**src/logic/fsp_pkg.sv**
```systemverilog
// package: register map, field layout and shared types of the flash self-program control
package fsp_pkg;

	// register offsets
	localparam logic [7:0] FSP_OFS_STATUS = 8'hEB;
	localparam logic [7:0] FSP_OFS_SECT_HIGH = 8'hEC;
	localparam logic [7:0] FSP_OFS_SECT_LOW = 8'hED;
	localparam logic [7:0] FSP_OFS_UNLOCK = 8'hEE;
	localparam logic [7:0] FSP_OFS_OP_CTRL = 8'hEF;

	// reset values
	localparam logic [7:0] FSP_RST_SECT_HIGH = 8'h00;
	localparam logic [7:0] FSP_RST_SECT_LOW = 8'h00;
	localparam logic [7:0] FSP_RST_UNLOCK = 8'h00;
	localparam logic [3:0] FSP_RST_MODE = 4'h0;

	// unlock key
	localparam logic [7:0] FSP_UNLOCK_KEY = 8'hA5;

	// operation control fields
	localparam int FSP_MODE_MSB = 7;
	localparam int FSP_MODE_LSB = 4;
	localparam int FSP_START_BIT = 0;
	localparam logic [3:0] FSP_MODE_PROG = 4'h5;
	localparam logic [3:0] FSP_MODE_ERASE = 4'hA;
	localparam logic [3:0] FSP_MODE_LOCK = 4'h6;

	// status fields
	localparam int FSP_ST_BUSY_BIT = 0;
	localparam int FSP_ST_UNLOCK_BIT = 1;
	localparam int FSP_ST_REFUSED_BIT = 2;
	localparam int FSP_ST_PROG_BIT = 3;

	typedef enum logic [1:0] {
		FSP_OP_NONE,
		FSP_OP_PROG,
		FSP_OP_ERASE,
		FSP_OP_LOCK
	} fsp_op_t;

	typedef enum logic [0:0] {
		FSP_IDLE,
		FSP_RUN
	} fsp_state_t;

	typedef struct packed {
		logic [7:0] addr;
		logic [7:0] wdata;
		logic wr;
		logic rd;
	} fsp_bus_t;

	typedef struct packed {
		logic start;
		fsp_op_t op;
		logic [15:0] sector;
	} fsp_flash_req_t;

endpackage

```
**src/logic/fsp_op_decode.sv**
```systemverilog
// operation decoder: mode nibble to operation kind and start permission
`timescale 1ns/1ps
`default_nettype none
module fsp_op_decode
	import fsp_pkg::*;
(
	// request
	input wire logic [3:0] i_mode,
	input wire logic i_unlocked,
	// decision
	output fsp_op_t o_op,
	output logic o_can_start
);

	always_comb begin
		unique case (i_mode)
			FSP_MODE_PROG: o_op = FSP_OP_PROG; // RL7
			FSP_MODE_ERASE: o_op = FSP_OP_ERASE; // RL7
			FSP_MODE_LOCK: o_op = FSP_OP_LOCK; // RL7
			default: o_op = FSP_OP_NONE;
		endcase
		// programming is driven by the core per byte, so only erase and lock
		// use the start bit; everything needs the key at the moment of start
		o_can_start = i_unlocked && (o_op == FSP_OP_ERASE || o_op == FSP_OP_LOCK); // RL8
	end

endmodule
`default_nettype wire

```
**src/logic/fsp_flash_ctrl.sv**
```systemverilog
// flash self-program control registers: sector pointer, unlock key, operation launch
//
// Function
// RL1: the sector pointer is 16 bits, low register gives bits 7..0 and high register bits 15..8.
// RL2: the low sector register sits at EDh, is fully read/write and resets to zero.
// RL3: the high sector register sits at ECh and holds the upper half of the pointer.
// RL4: user programming is enabled only while the unlock register at EEh holds A5h.
// RL5: any other unlock value keeps programming and flash operations off, and it resets to zero.
// RL6: these registers are reached only by direct register accesses in the selected bank.
// RL7: the control upper nibble picks the operation: 0101 program, 1010 erase, one code hard lock.
// RL8: a start request is ignored unless the unlock register holds the key when it is made.
//
// Our own choice: strobed register access.
`timescale 1ns/1ps
`default_nettype none
module fsp_flash_ctrl
	import fsp_pkg::*;
(
	// clock and reset
	input wire logic i_core_clk,
	input wire logic i_rst,
	// register port
	input wire fsp_bus_t i_bus,
	input wire logic i_bank1,
	output logic [7:0] o_rdata,
	// flash macro
	output fsp_flash_req_t o_flash,
	input wire logic i_flash_done,
	// status
	output logic [15:0] o_sector,
	output logic o_unlocked,
	output logic o_prog_enable,
	output logic o_busy
);

	typedef struct packed {
		logic [7:0] sect_high;
		logic [7:0] sect_low;
		logic [7:0] unlock;
		logic [3:0] mode;
		logic start;
		logic refused;
		fsp_state_t fsm;
		logic [7:0] rdata;
		fsp_flash_req_t flash;
		logic unlocked;
		logic prog_en;
		logic busy;
	} fsp_regs_t;

	fsp_regs_t r;
	fsp_regs_t next_r;

	logic sel;
	logic wr_status;
	logic wr_high;
	logic wr_low;
	logic wr_unlock;
	logic wr_ctrl;
	logic key_ok;
	fsp_op_t dec_op;
	logic dec_can_start;
	logic [7:0] status_word;
	logic [7:0] ctrl_word;

	// only direct accesses in bank 1 arrive here; others are not decoded
	assign sel = i_bank1; // RL6
	assign wr_status = sel && i_bus.wr && i_bus.addr == FSP_OFS_STATUS;
	assign wr_high = sel && i_bus.wr && i_bus.addr == FSP_OFS_SECT_HIGH;
	assign wr_low = sel && i_bus.wr && i_bus.addr == FSP_OFS_SECT_LOW;
	assign wr_unlock = sel && i_bus.wr && i_bus.addr == FSP_OFS_UNLOCK;
	assign wr_ctrl = sel && i_bus.wr && i_bus.addr == FSP_OFS_OP_CTRL;

	// the key seen now, before this cycle's write lands
	assign key_ok = r.unlock == FSP_UNLOCK_KEY; // RL8

	fsp_op_decode u_decode (
		.i_mode(i_bus.wdata[FSP_MODE_MSB:FSP_MODE_LSB]),
		.i_unlocked(key_ok),
		.o_op(dec_op),
		.o_can_start(dec_can_start)
	);

	always_comb begin
		status_word = 8'h00;
		status_word[FSP_ST_BUSY_BIT] = r.busy;
		status_word[FSP_ST_UNLOCK_BIT] = r.unlocked;
		status_word[FSP_ST_REFUSED_BIT] = r.refused;
		status_word[FSP_ST_PROG_BIT] = r.prog_en;
		ctrl_word = 8'h00;
		ctrl_word[FSP_MODE_MSB:FSP_MODE_LSB] = r.mode;
		ctrl_word[FSP_START_BIT] = r.start;
	end

	always_comb begin
		next_r = r;
		next_r.flash.start = 1'b0;
		next_r.rdata = 8'h00;

		if (wr_high) begin
			next_r.sect_high = i_bus.wdata; // RL3
		end
		if (wr_low) begin
			next_r.sect_low = i_bus.wdata; // RL2
		end
		if (wr_unlock) begin
			next_r.unlock = i_bus.wdata;
		end
		if (wr_status && i_bus.wdata[FSP_ST_REFUSED_BIT]) begin
			next_r.refused = 1'b0;
		end

		unique case (r.fsm)
			FSP_IDLE: begin
				if (wr_ctrl) begin
					next_r.mode = i_bus.wdata[FSP_MODE_MSB:FSP_MODE_LSB];
					if (i_bus.wdata[FSP_START_BIT]) begin
						if (dec_can_start) begin
							next_r.start = 1'b1;
							next_r.fsm = FSP_RUN;
							next_r.flash.start = 1'b1;
							next_r.flash.op = dec_op;
							next_r.flash.sector = {r.sect_high, r.sect_low}; // RL1
						end else begin
							// ignored request leaves a sticky trace
							next_r.refused = 1'b1; // RL8
						end
					end
				end
			end
			FSP_RUN: begin
				// mode stays frozen while the macro works on the latched op
				if (wr_ctrl && i_bus.wdata[FSP_START_BIT]) begin
					next_r.refused = 1'b1;
				end
				if (i_flash_done) begin
					next_r.start = 1'b0;
					next_r.fsm = FSP_IDLE;
				end
			end
		endcase

		// a refusal in the same cycle as a clear still stands
		if (wr_status && i_bus.wdata[FSP_ST_REFUSED_BIT] && !next_r.refused) begin
			next_r.refused = 1'b0;
		end

		next_r.unlocked = next_r.unlock == FSP_UNLOCK_KEY; // RL4 RL5
		next_r.prog_en = next_r.unlocked && next_r.mode == FSP_MODE_PROG; // RL4 RL5 RL7
		// busy gets its own flop so the output port carries no decode logic
		next_r.busy = next_r.fsm == FSP_RUN;

		if (sel && i_bus.rd) begin
			unique case (i_bus.addr)
				FSP_OFS_STATUS: next_r.rdata = status_word;
				FSP_OFS_SECT_HIGH: next_r.rdata = r.sect_high;
				FSP_OFS_SECT_LOW: next_r.rdata = r.sect_low;
				FSP_OFS_UNLOCK: next_r.rdata = r.unlock;
				FSP_OFS_OP_CTRL: next_r.rdata = ctrl_word;
				default: next_r.rdata = 8'h00;
			endcase
		end
	end

	always_ff @(posedge i_core_clk or posedge i_rst) begin
		if (i_rst) begin
			r.sect_high <= FSP_RST_SECT_HIGH;
			r.sect_low <= FSP_RST_SECT_LOW; // RL2
			r.unlock <= FSP_RST_UNLOCK; // RL5
			r.mode <= FSP_RST_MODE;
			r.start <= 1'b0;
			r.refused <= 1'b0;
			r.fsm <= FSP_IDLE;
			r.rdata <= 8'h00;
			r.flash <= '0;
			r.unlocked <= 1'b0;
			r.prog_en <= 1'b0;
			r.busy <= 1'b0;
		end else begin
			r <= next_r;
		end
	end

	assign o_rdata = r.rdata;
	assign o_flash = r.flash;
	assign o_sector = {r.sect_high, r.sect_low}; // RL1
	assign o_unlocked = r.unlocked;
	assign o_prog_enable = r.prog_en;
	assign o_busy = r.busy;

endmodule
`default_nettype wire

```
**config.mk**
```make
export PLATFORM = sky130hd
export DESIGN_NAME = fsp_flash_ctrl
export DESIGN_NICKNAME = d
export VERILOG_FILES = /design/src/logic/fsp_pkg.sv /design/src/logic/fsp_op_decode.sv /design/src/logic/fsp_flash_ctrl.sv
export SDC_FILE = /design/constraint.sdc
export NUM_CORES = 1
export LEC_CHECK = 0
export BUFFER_PORTS_ARGS = -buffer_cell sky130_fd_sc_hd__buf_2
export CORE_UTILIZATION = 35
export DETAILED_ROUTE_END_ITERATION = 7
export PLACE_DENSITY = 0.57
export SLEW_MARGIN = 20
export SYNTH_ARGS = -nofsm -noshare
export SYNTH_HDL_FRONTEND = slang
export SYNTH_SLANG_ARGS = --single-unit
```
**constraint.sdc**
```tcl
create_clock -name i_core_clk -period 1.7 [get_ports i_core_clk]
set_input_delay 0.17 -clock i_core_clk [delete_from_list [all_inputs] [get_ports i_core_clk]]
set_output_delay 0.17 -clock i_core_clk [all_outputs]
set_load 0.02 [all_outputs]
```
# Word-level counts from Yosys, hierarchy flattened
# Cells that the tools add are included.
# op_classes
n_mul,0
n_reduce_logical,16
muxes,20
n_addsub,0
bitwise_logic,1
div,0
eq_ne,17
shifts,0
order_cmp,0
# ops
op,count
$mux 19,4
$eq 8x8->1 const B,7
$pmux 8 s5,1
$mux 8,2
$eq 4x3->1 const B,3
$logic_and 1x1->1,12
$mux 1,8
$ne 2x2->1 const B,4
$reduce_and 4->1,2
$mux 7,1
$pmux 2 s3,1
$pmux 3 s2,1
$eq 2x2->1 const B,2
$eq 4x4->1 const B,1
$mux 4,1
$mux 3,1
$logic_not 1->1,1
$logic_or 1x1->1,1
$not 1->1,1
# totals
mem_bits_rw,0
register_bits,60
n_memories,0
in_bits,22
latchBits,0
output_inout_bits,46
rom_bits,0

# Depth between registers and ports, before layout
# Gate-level depths: netlist of run 1.
# depth
depth_word,12
depth_mapped,5
ltp_nobuf,4

# Hierarchy
# A second synthesis of run 1 with hierarchy kept.
# hier_totals
hier_cells,236
area_unflattened_um2,3072.9
# modules_own_cells
mod,cells_each,area_per_inst_um2,instances
fsp_flash_ctrl,231,3027.9,1
fsp_op_decode,5,45.0,1

# Least setup slack after synthesis of run 1
# OpenSTA, ideal clock, no wires.
# synth_timing
kind,register -> register
from,register r[40] (netlist name)
to,register r (netlist bit o_flash[10])
setup_slack_ns,-0.075
setup_time_ns,0.125
arrival_ns,1.649
stages_incl_launch_ff,6
required_ns,1.575
synth_period_minus_slack_ns,1.775
path_cell_list,dfrtp_1 -> nor4bb_1 -> nand4_1 -> or3_4 -> buf_6 -> mux2_4
# synth_via
elab_chain_len,3
# synth_rtl
item,line,rtl
"start, declared",fsp_flash_ctrl.sv:51,fsp_regs_t r;
"start signal, assigned",fsp_flash_ctrl.sv:180,r <= next_r;
$eq 8x8->1,fsp_flash_ctrl.sv:75,assign key_ok = r.unlock == FSP_UNLOCK_KEY;
$logic_and 1x1->1,fsp_op_decode.sv:24,o_can_start = i_unlocked && (o_op == FSP_OP_ERASE || o_op == FSP_OP_LOCK);
$reduce_and 4->1 (no source line),n/a,
# No other way between the ends.
# A chain may end at the register's enable or synchronous reset.

# Worst setup path in the final report of run 1
# layout_timing
from,register r[40] (netlist name)
to,register r (netlist bit o_flash[0])
# Same word-level chain as after synthesis.

==> impl_results.md, run 1 <==
- Status: finished, violations left
- Failing checks: negative setup slack
- DRT Pass-1 Iters: 4
- Post-Synth Adder-Cell Area: 0%
- Total Power: 2.876 mW
- Synth warn: 0
- Clock Power Share: 41.6%
- Critical path buffers and inverters: 0
- Drt total wl: 6593 um
- Slew Limit Headroom: 78.57%
- Unique masters post-synth: 34
- Syn Nets: 251
- Initial antenna violation count: 0
- CP peak stage delay: 490 ps
- Reg-to-reg endpoint: o_flash[0]
- Layout area overhead: 19.76%
- Synth Area in Simple Gates: 11.33%
- Vias in the first global route: 1929
- Seq cells post-synth: 60
- Worst skew pair latency: 330 ps
- Register area share after synthesis: 49.61%
- Lkg Pwr: 1.928 nW
- FMAX: 528.2 MHz
- Async S/R FF share, synth: 100.0%
- Mapped cell area: 3027 sq um
- Fin. Hold Viols: 0
- Mux contribution to synthesized area: 23.77%
- Setup crit end: o_flash[0]
- Inserted Diodes: 0
- Largest family of logic cells by synthesized area: multiplexers
- Commonest non-fill, non-tap cells in the layout: buf_2 (67), dfrtp_1 (60), mux2_2 (29), buf_4 (29), mux2_4 (16)
- Syn_area_per_cell: 13.22 sq um
- Iter 0 DRT Violations: 76
- H-tree depth: 3
- Initial core utilization: 36.47%
- Max Cap Viol: 0
- ANT nets after route: 0
- Cell depth of the worst setup path: 4
- Reg clk slew, reported paths: 70 ps
- CTS Buf Count: 9
- Critical Path Source Type: flip-flop
- IO Pins: 68
- Nature of the critical path endpoint: flip-flop
- # DRC: 0
- Vias post-DR: 1906
- Placed Area: 3358 sq um
- Final slew viol count: 0
- FF-to-FF setup slack: -190 ps
- WS Path Type: flip-flop to flip-flop
- IO buf count: 67
- Most common cell after layout, fill and taps aside: buf_2
- Worst slack at placement: -318.2 ps
- Tmin final: 1893 ps
- Data arrival, critical path: 2110 ps
- Nets: 314
- Seq pwr share: 50.9%
- FF+latch area: 1501 sq um
- Multi-input gate area: 1195 sq um
- Max IR drop VDD: 0.0003285 V
- Grt ovf: 0
- Sw Share: 22.75%
- Die Area: 9023 sq um
- Crit-path cells: nor4bb_4, nand4_1, or3_4, mux2_4
- Worst-case clock skew: 12.09 ps
- Cells after Synth: 229
- Top FF cell, synth: dfrtp_1
- Logic pwr share: 7.5%
- Final instance area: 3625 sq um
- Drt via density: 4.753
- Setup crit start: r[40]
- Layout cells sized above 1: 59.46%
- Core Rows: 33
- RSZ-0062 raised after global routing: yes
- CP top delay family: simple AND/OR/NAND/NOR gates
- Hold slack final: 14.02 ps
- CTS tree: built
- Worst hold path class: input port to flip-flop
- Die width: 94.99 um
- Final setup vio count: 20
- CTS Sinks: 60
- First-pass GRT wire length: 10340 um
- Core Box Area: 8299 sq um
- Reg-to-Reg Start: r[40]
- Slowest cell on crit path: or3_4
- EDFF count, synth: 0
- GPL Wtd Cong: 0.7717
- Reg2reg path depth: 4
- Fin crit share: 111.4%
- GRT Util Overall: 16.13%
- Clk root buf: clkbuf_8
- CP Max Fanout: 6
- P_int: 2.222 mW
- CP Data Required Time: 1910 ps
- Fillers: 803
- NetSw: 0.6542 mW
- Final setup margin: -193.2 ps
- Post-synthesis compound-gate area fraction: 2.439%
- XOR/XNOR share of the synthesized area: 0.2894%
- DPL Wire Length: 4542 um
- Pin count of the biggest net entering global routing: 61
- Power per cell area: 793.4 nW/um^2
- Die height: 94.99 um
- Drt wl/cell: 16.44 um
- Tightest Pin Transition: 321.5 ps
- Longest Clk Path Bufs: 2
[layer usage]
layer  GRT usage [%]  wire length, um  vias up  share of wire, %
met5               0                0        -                 0
met4           7.323              131        0               2.0
met3           4.106              313       10               4.7
met2           23.92             3040       50                46
met1           22.05             3108      950                47
li1                -                -      896                 -
[through the flow]
step                      instances  util [%]  TNS (ps)
after floorplan                 229         -     -1032
after global placement          381     40.46     -4771
after detailed placement        381     40.46     -5505
after CTS                       401     43.60     -3016
after global routing            401     43.68     -4781
final                           401     43.68     -3152
[Yosys cell counts, types with 2 or more instances]
library cell | number | share of area, %
nand2_1 | 9 | 1.1
nor2b_1 | 6 | 1.2
nor3b_1 | 5 | 1.2
nor4bb_1 | 4 | 1.3
a21oi_1 | 5 | 0.83
mux2i_1 | 4 | 1.3
o2bb2ai_1 | 3 | 0.87
buf_6 | 2 | 0.74
nand2b_1 | 5 | 1.0
mux2_2 | 29 | 11
inv_1 | 4 | 0.50
nor2_1 | 7 | 0.87
mux2_4 | 16 | 7.9
nand3_1 | 4 | 0.66
mux4_2 | 5 | 3.7
buf_4 | 44 | 11
dfrtp_1 | 60 | 50
[cells by family after synthesis]
group | count (synthesis)
buf+inv | 53
simple gates | 50
flops | 60
compound gates | 11
mux | 54
xor+xnor | 1
[flip-flops by register name, indices dropped and copies added, names as in the netlist]
signal / count
o_busy: 1
r: 9
o_rdata: 8
o_flash: 19
ctrl_word: 5
o_unlocked: 1
o_prog_enable: 1
o_sector: 16
[final cells by class]
class / instances / share of cell area (%)
Inverter: 4 / 0.4142
Clock buffer: 14 / 5.040
Multi-Input combinational cell: 118 / 32.97
Timing Repair Buffer: 99 / 16.40
Sequential cell: 60 / 41.42
Tap cell: 105 / 3.624
Clock inverter: 1 / 0.1381
[power by group through the flow]
stage                     Combinational, mW  Sequential (mW)  Clock [mW]
after floorplan                       0.117             1.48           0
after global placement                0.213             1.49           0
after detailed placement              0.215             1.49           0
after CTS                             0.219             1.46        1.23
after global routing                  0.237             1.47        1.29
final                                 0.216             1.46        1.20
[worst min path at each step]
stage               cells past startpoint         end  slack [ps]          from
floorplan                               1      o_busy         270  i_flash_done
global placement                        3  o_flash[8]         260         i_rst
detailed placement                      3  o_flash[1]         260         i_rst
CTS                                     2      o_busy        0.04  i_flash_done
global route                            2      o_busy           5  i_flash_done
finish                                  2      o_busy          10  i_flash_done
[repair_timing]
item	4_1_cts	5_1_grt
setup endpoints to repair	21	21
gates cloned	2	0
resized for setup	7	3
pin swaps	5	1
buffers inserted	2	0
hold buffers	1	0
endpoints found under the hold margin	60	0
No activity file was read; power rests on OpenSTA's default activity.
==> run 2: changes to the inputs <==
PLACE_DENSITY = 0.6   (was 0.57)
clock period = 1.9 ns   (was 1.7 ns; I/O delays follow)
==> impl_results.md, run 2 (synthesis gave the netlist of run 1 again) <==
- Worst hold path class: input port to flip-flop (unchanged)
- Drt wl/cell: 17.48 um (was 16.44 um)
- Fillers: 784 (was 803)
- Core Box Area: 8299 sq um (unchanged)
- Slew Limit Headroom: 69.76% (was 78.57%)
- IO buf count: 67 (unchanged)
- CP Max Fanout: 5 (was 6)
- Nature of the critical path endpoint: flip-flop (unchanged)
- Critical Path Source Type: flip-flop (unchanged)
- H-tree depth: 3 (unchanged)
- RSZ-0062 raised after global routing: yes (unchanged)
- Nets: 310 (was 314)
- Core Rows: 33 (unchanged)
- Final setup vio count: 16 (was 20)
- Vias in the first global route: 1913 (was 1929)
- First-pass GRT wire length: 10710 um (was 10340 um)
- WS Path Type: flip-flop to flip-flop (unchanged)
- Lkg Pwr: 1.902 nW (was 1.928 nW)
- Placed Area: 3306 sq um (was 3358 sq um)
- Die width: 94.99 um (unchanged)
- Final instance area: 3600 sq um (was 3625 sq um)
- ANT nets after route: 0 (unchanged)
- CTS Sinks: 60 (unchanged)
- Reg clk slew, reported paths: 70 ps (about the same)
- Fin. Hold Viols: 0 (unchanged)
- Data arrival, critical path: 2160 ps (was 2110 ps)
- Tightest Pin Transition: 453.0 ps (was 321.5 ps)
- Max reg flops: 19 (unchanged)
- Fin crit share: 101.7% (was 111.4%)
- Hold slack final: 43.51 ps (was 14.02 ps)
- Initial core utilization: 36.47% (unchanged)
- DPL Wire Length: 4783 um (was 4542 um)
- # DRC: 0 (unchanged)
- Initial antenna violation count: 0 (unchanged)
- Most common cell after layout, fill and taps aside: buf_2 (unchanged)
- GPL Wtd Cong: 0.7722 (was 0.7717)
- Drt via density: 4.783 (was 4.753)
- Layout cells sized above 1: 58.22% (was 59.46%)
- Grt ovf: 0 (unchanged)
- Worst skew pair latency: 340 ps (was 330 ps)
- Vias post-DR: 1899 (was 1906)
- Reg2reg path depth: 5 (was 4)
- Drt total wl: 6939 um (was 6593 um)
- GRT Util Overall: 16.82% (was 16.13%)
- Final setup margin: -32.32 ps (was -193.2 ps)
- FF-to-FF setup slack: -30 ps (was -190 ps)
- Iter 0 DRT Violations: 109 (was 76)
- Longest Clk Path Bufs: 2 (unchanged)
- Worst-case clock skew: 6.586 ps (was 12.09 ps)
- Die Area: 9023 sq um (unchanged)
- Final slew viol count: 0 (unchanged)
- Inserted Diodes: 0 (unchanged)
- Hold Crit Depth: 2 (unchanged)
- Tmin final: 1932 ps (was 1893 ps)
- Commonest non-fill, non-tap cells in the layout: buf_2 (67), dfrtp_1 (60), mux2_2 (29) (was buf_2 (67), dfrtp_1 (60), mux2_2 (29), buf_4 (29), mux2_4 (16))
- FMAX: 517.5 MHz (was 528.2 MHz)
- CTS tree: built (unchanged)
- Die height: 94.99 um (unchanged)
- Layout area overhead: 18.93% (was 19.76%)
- Min-delay src: i_flash_done (unchanged)
- Power per cell area: 729.6 nW/um^2 (was 793.4 nW/um^2)
- Hold Path Sink: o_busy (unchanged)
- Status: finished, violations left (unchanged)
- Pin count of the biggest net entering global routing: 41 (was 61)
- Max IR drop VDD: 0.0003135 V (was 0.0003285 V)
- Reg-to-reg endpoint: o_flash[6] (was o_flash[0])
- Clk root buf: clkbuf_8 (unchanged)
- Reg-to-Reg Start: r[40] (unchanged)
- CP Data Required Time: 2130 ps (was 1910 ps)
- CTS Buf Count: 9 (unchanged)
- IO Pins: 68 (unchanged)
- DRT Pass-1 Iters: 4 (unchanged)
- Max Cap Viol: 0 (unchanged)
- Failing checks: negative setup slack (unchanged)
## run 2: worst max path at each step
stage / end / start / cells past startpoint
4_1_cts: o_flash[8] / r[41] / 5
2_1_floorplan: o_flash[10] / r[40] / 5
3_3_place_gp: o_flash[1] / r[41] / 4
3_5_place_dp: o_flash[6] / r[40] / 4
6_report: o_flash[6] / r[40] / 5
5_1_grt: o_flash[9] / r[40] / 5
## run 2: power breakdown
part           leakage (nW)  internal, mW  switching (mW)
Combinational         0.968        0.0778           0.104
Clock                0.0979         0.627           0.506
Sequential            0.836          1.29          0.0173
## run 2: repair_timing
item                                   CTS  global route
hold buffers                             1             0
gates resized for setup                  6             1
cloned                                   3             0
setup endpoints to repair               18            17
endpoints found under the hold margin   20             0
pin swaps                                5             2
buffers inserted                         3             1
## run 2: layer usage
| layer | routed length, um | part of all wire [%] | GRT usage (%) |
|---|---|---|---|
| met2 | 3218 | 46 | 25.00 |
| met4 | 81 | 1.2 | 8.333 |
| met5 | 0 | 0 | 0 |
| met1 | 3296 | 47 | 23.23 |
| met3 | 342 | 4.9 | 3.462 |
## run 2: worst max-delay path, cell delays in order (launching register included)
cell and delay [ps]:
dfrtp_1 420, nor4bb_4 350, nand4_1 160, buf_4 180
or3_4 400, mux2_4 320
## run 2: layout make-up
type / instances / area, sq um / area share (%)
Clock buffer: 10 / 137.6 / 3.823
Multi-Input combinational cell: 119 / 1209 / 33.58
Timing Repair Buffer: 94 / 553.0 / 15.36
Tap cell: 105 / 131.4 / 3.650
Clock inverter: 5 / 52.55 / 1.460
Sequential cell: 60 / 1501 / 41.71
Inverter: 4 / 15.01 / 0.4171
## run 2: through the flow
stage | TNS (ps) | std cells | worst slack, ps | power, mW | utilization (%)
floorplan | 0 | 229 | 125.4 | 1.433 | -
global placement | -1163 | 374 | -70.18 | 1.510 | 39.83
detailed placement | -1854 | 374 | -113.7 | 1.513 | 39.83
CTS | -99.33 | 396 | -21.89 | 2.648 | 43.18
global route | -1133 | 397 | -81.36 | 2.728 | 43.37
finish | -397.3 | 397 | -32.32 | 2.626 | 43.37
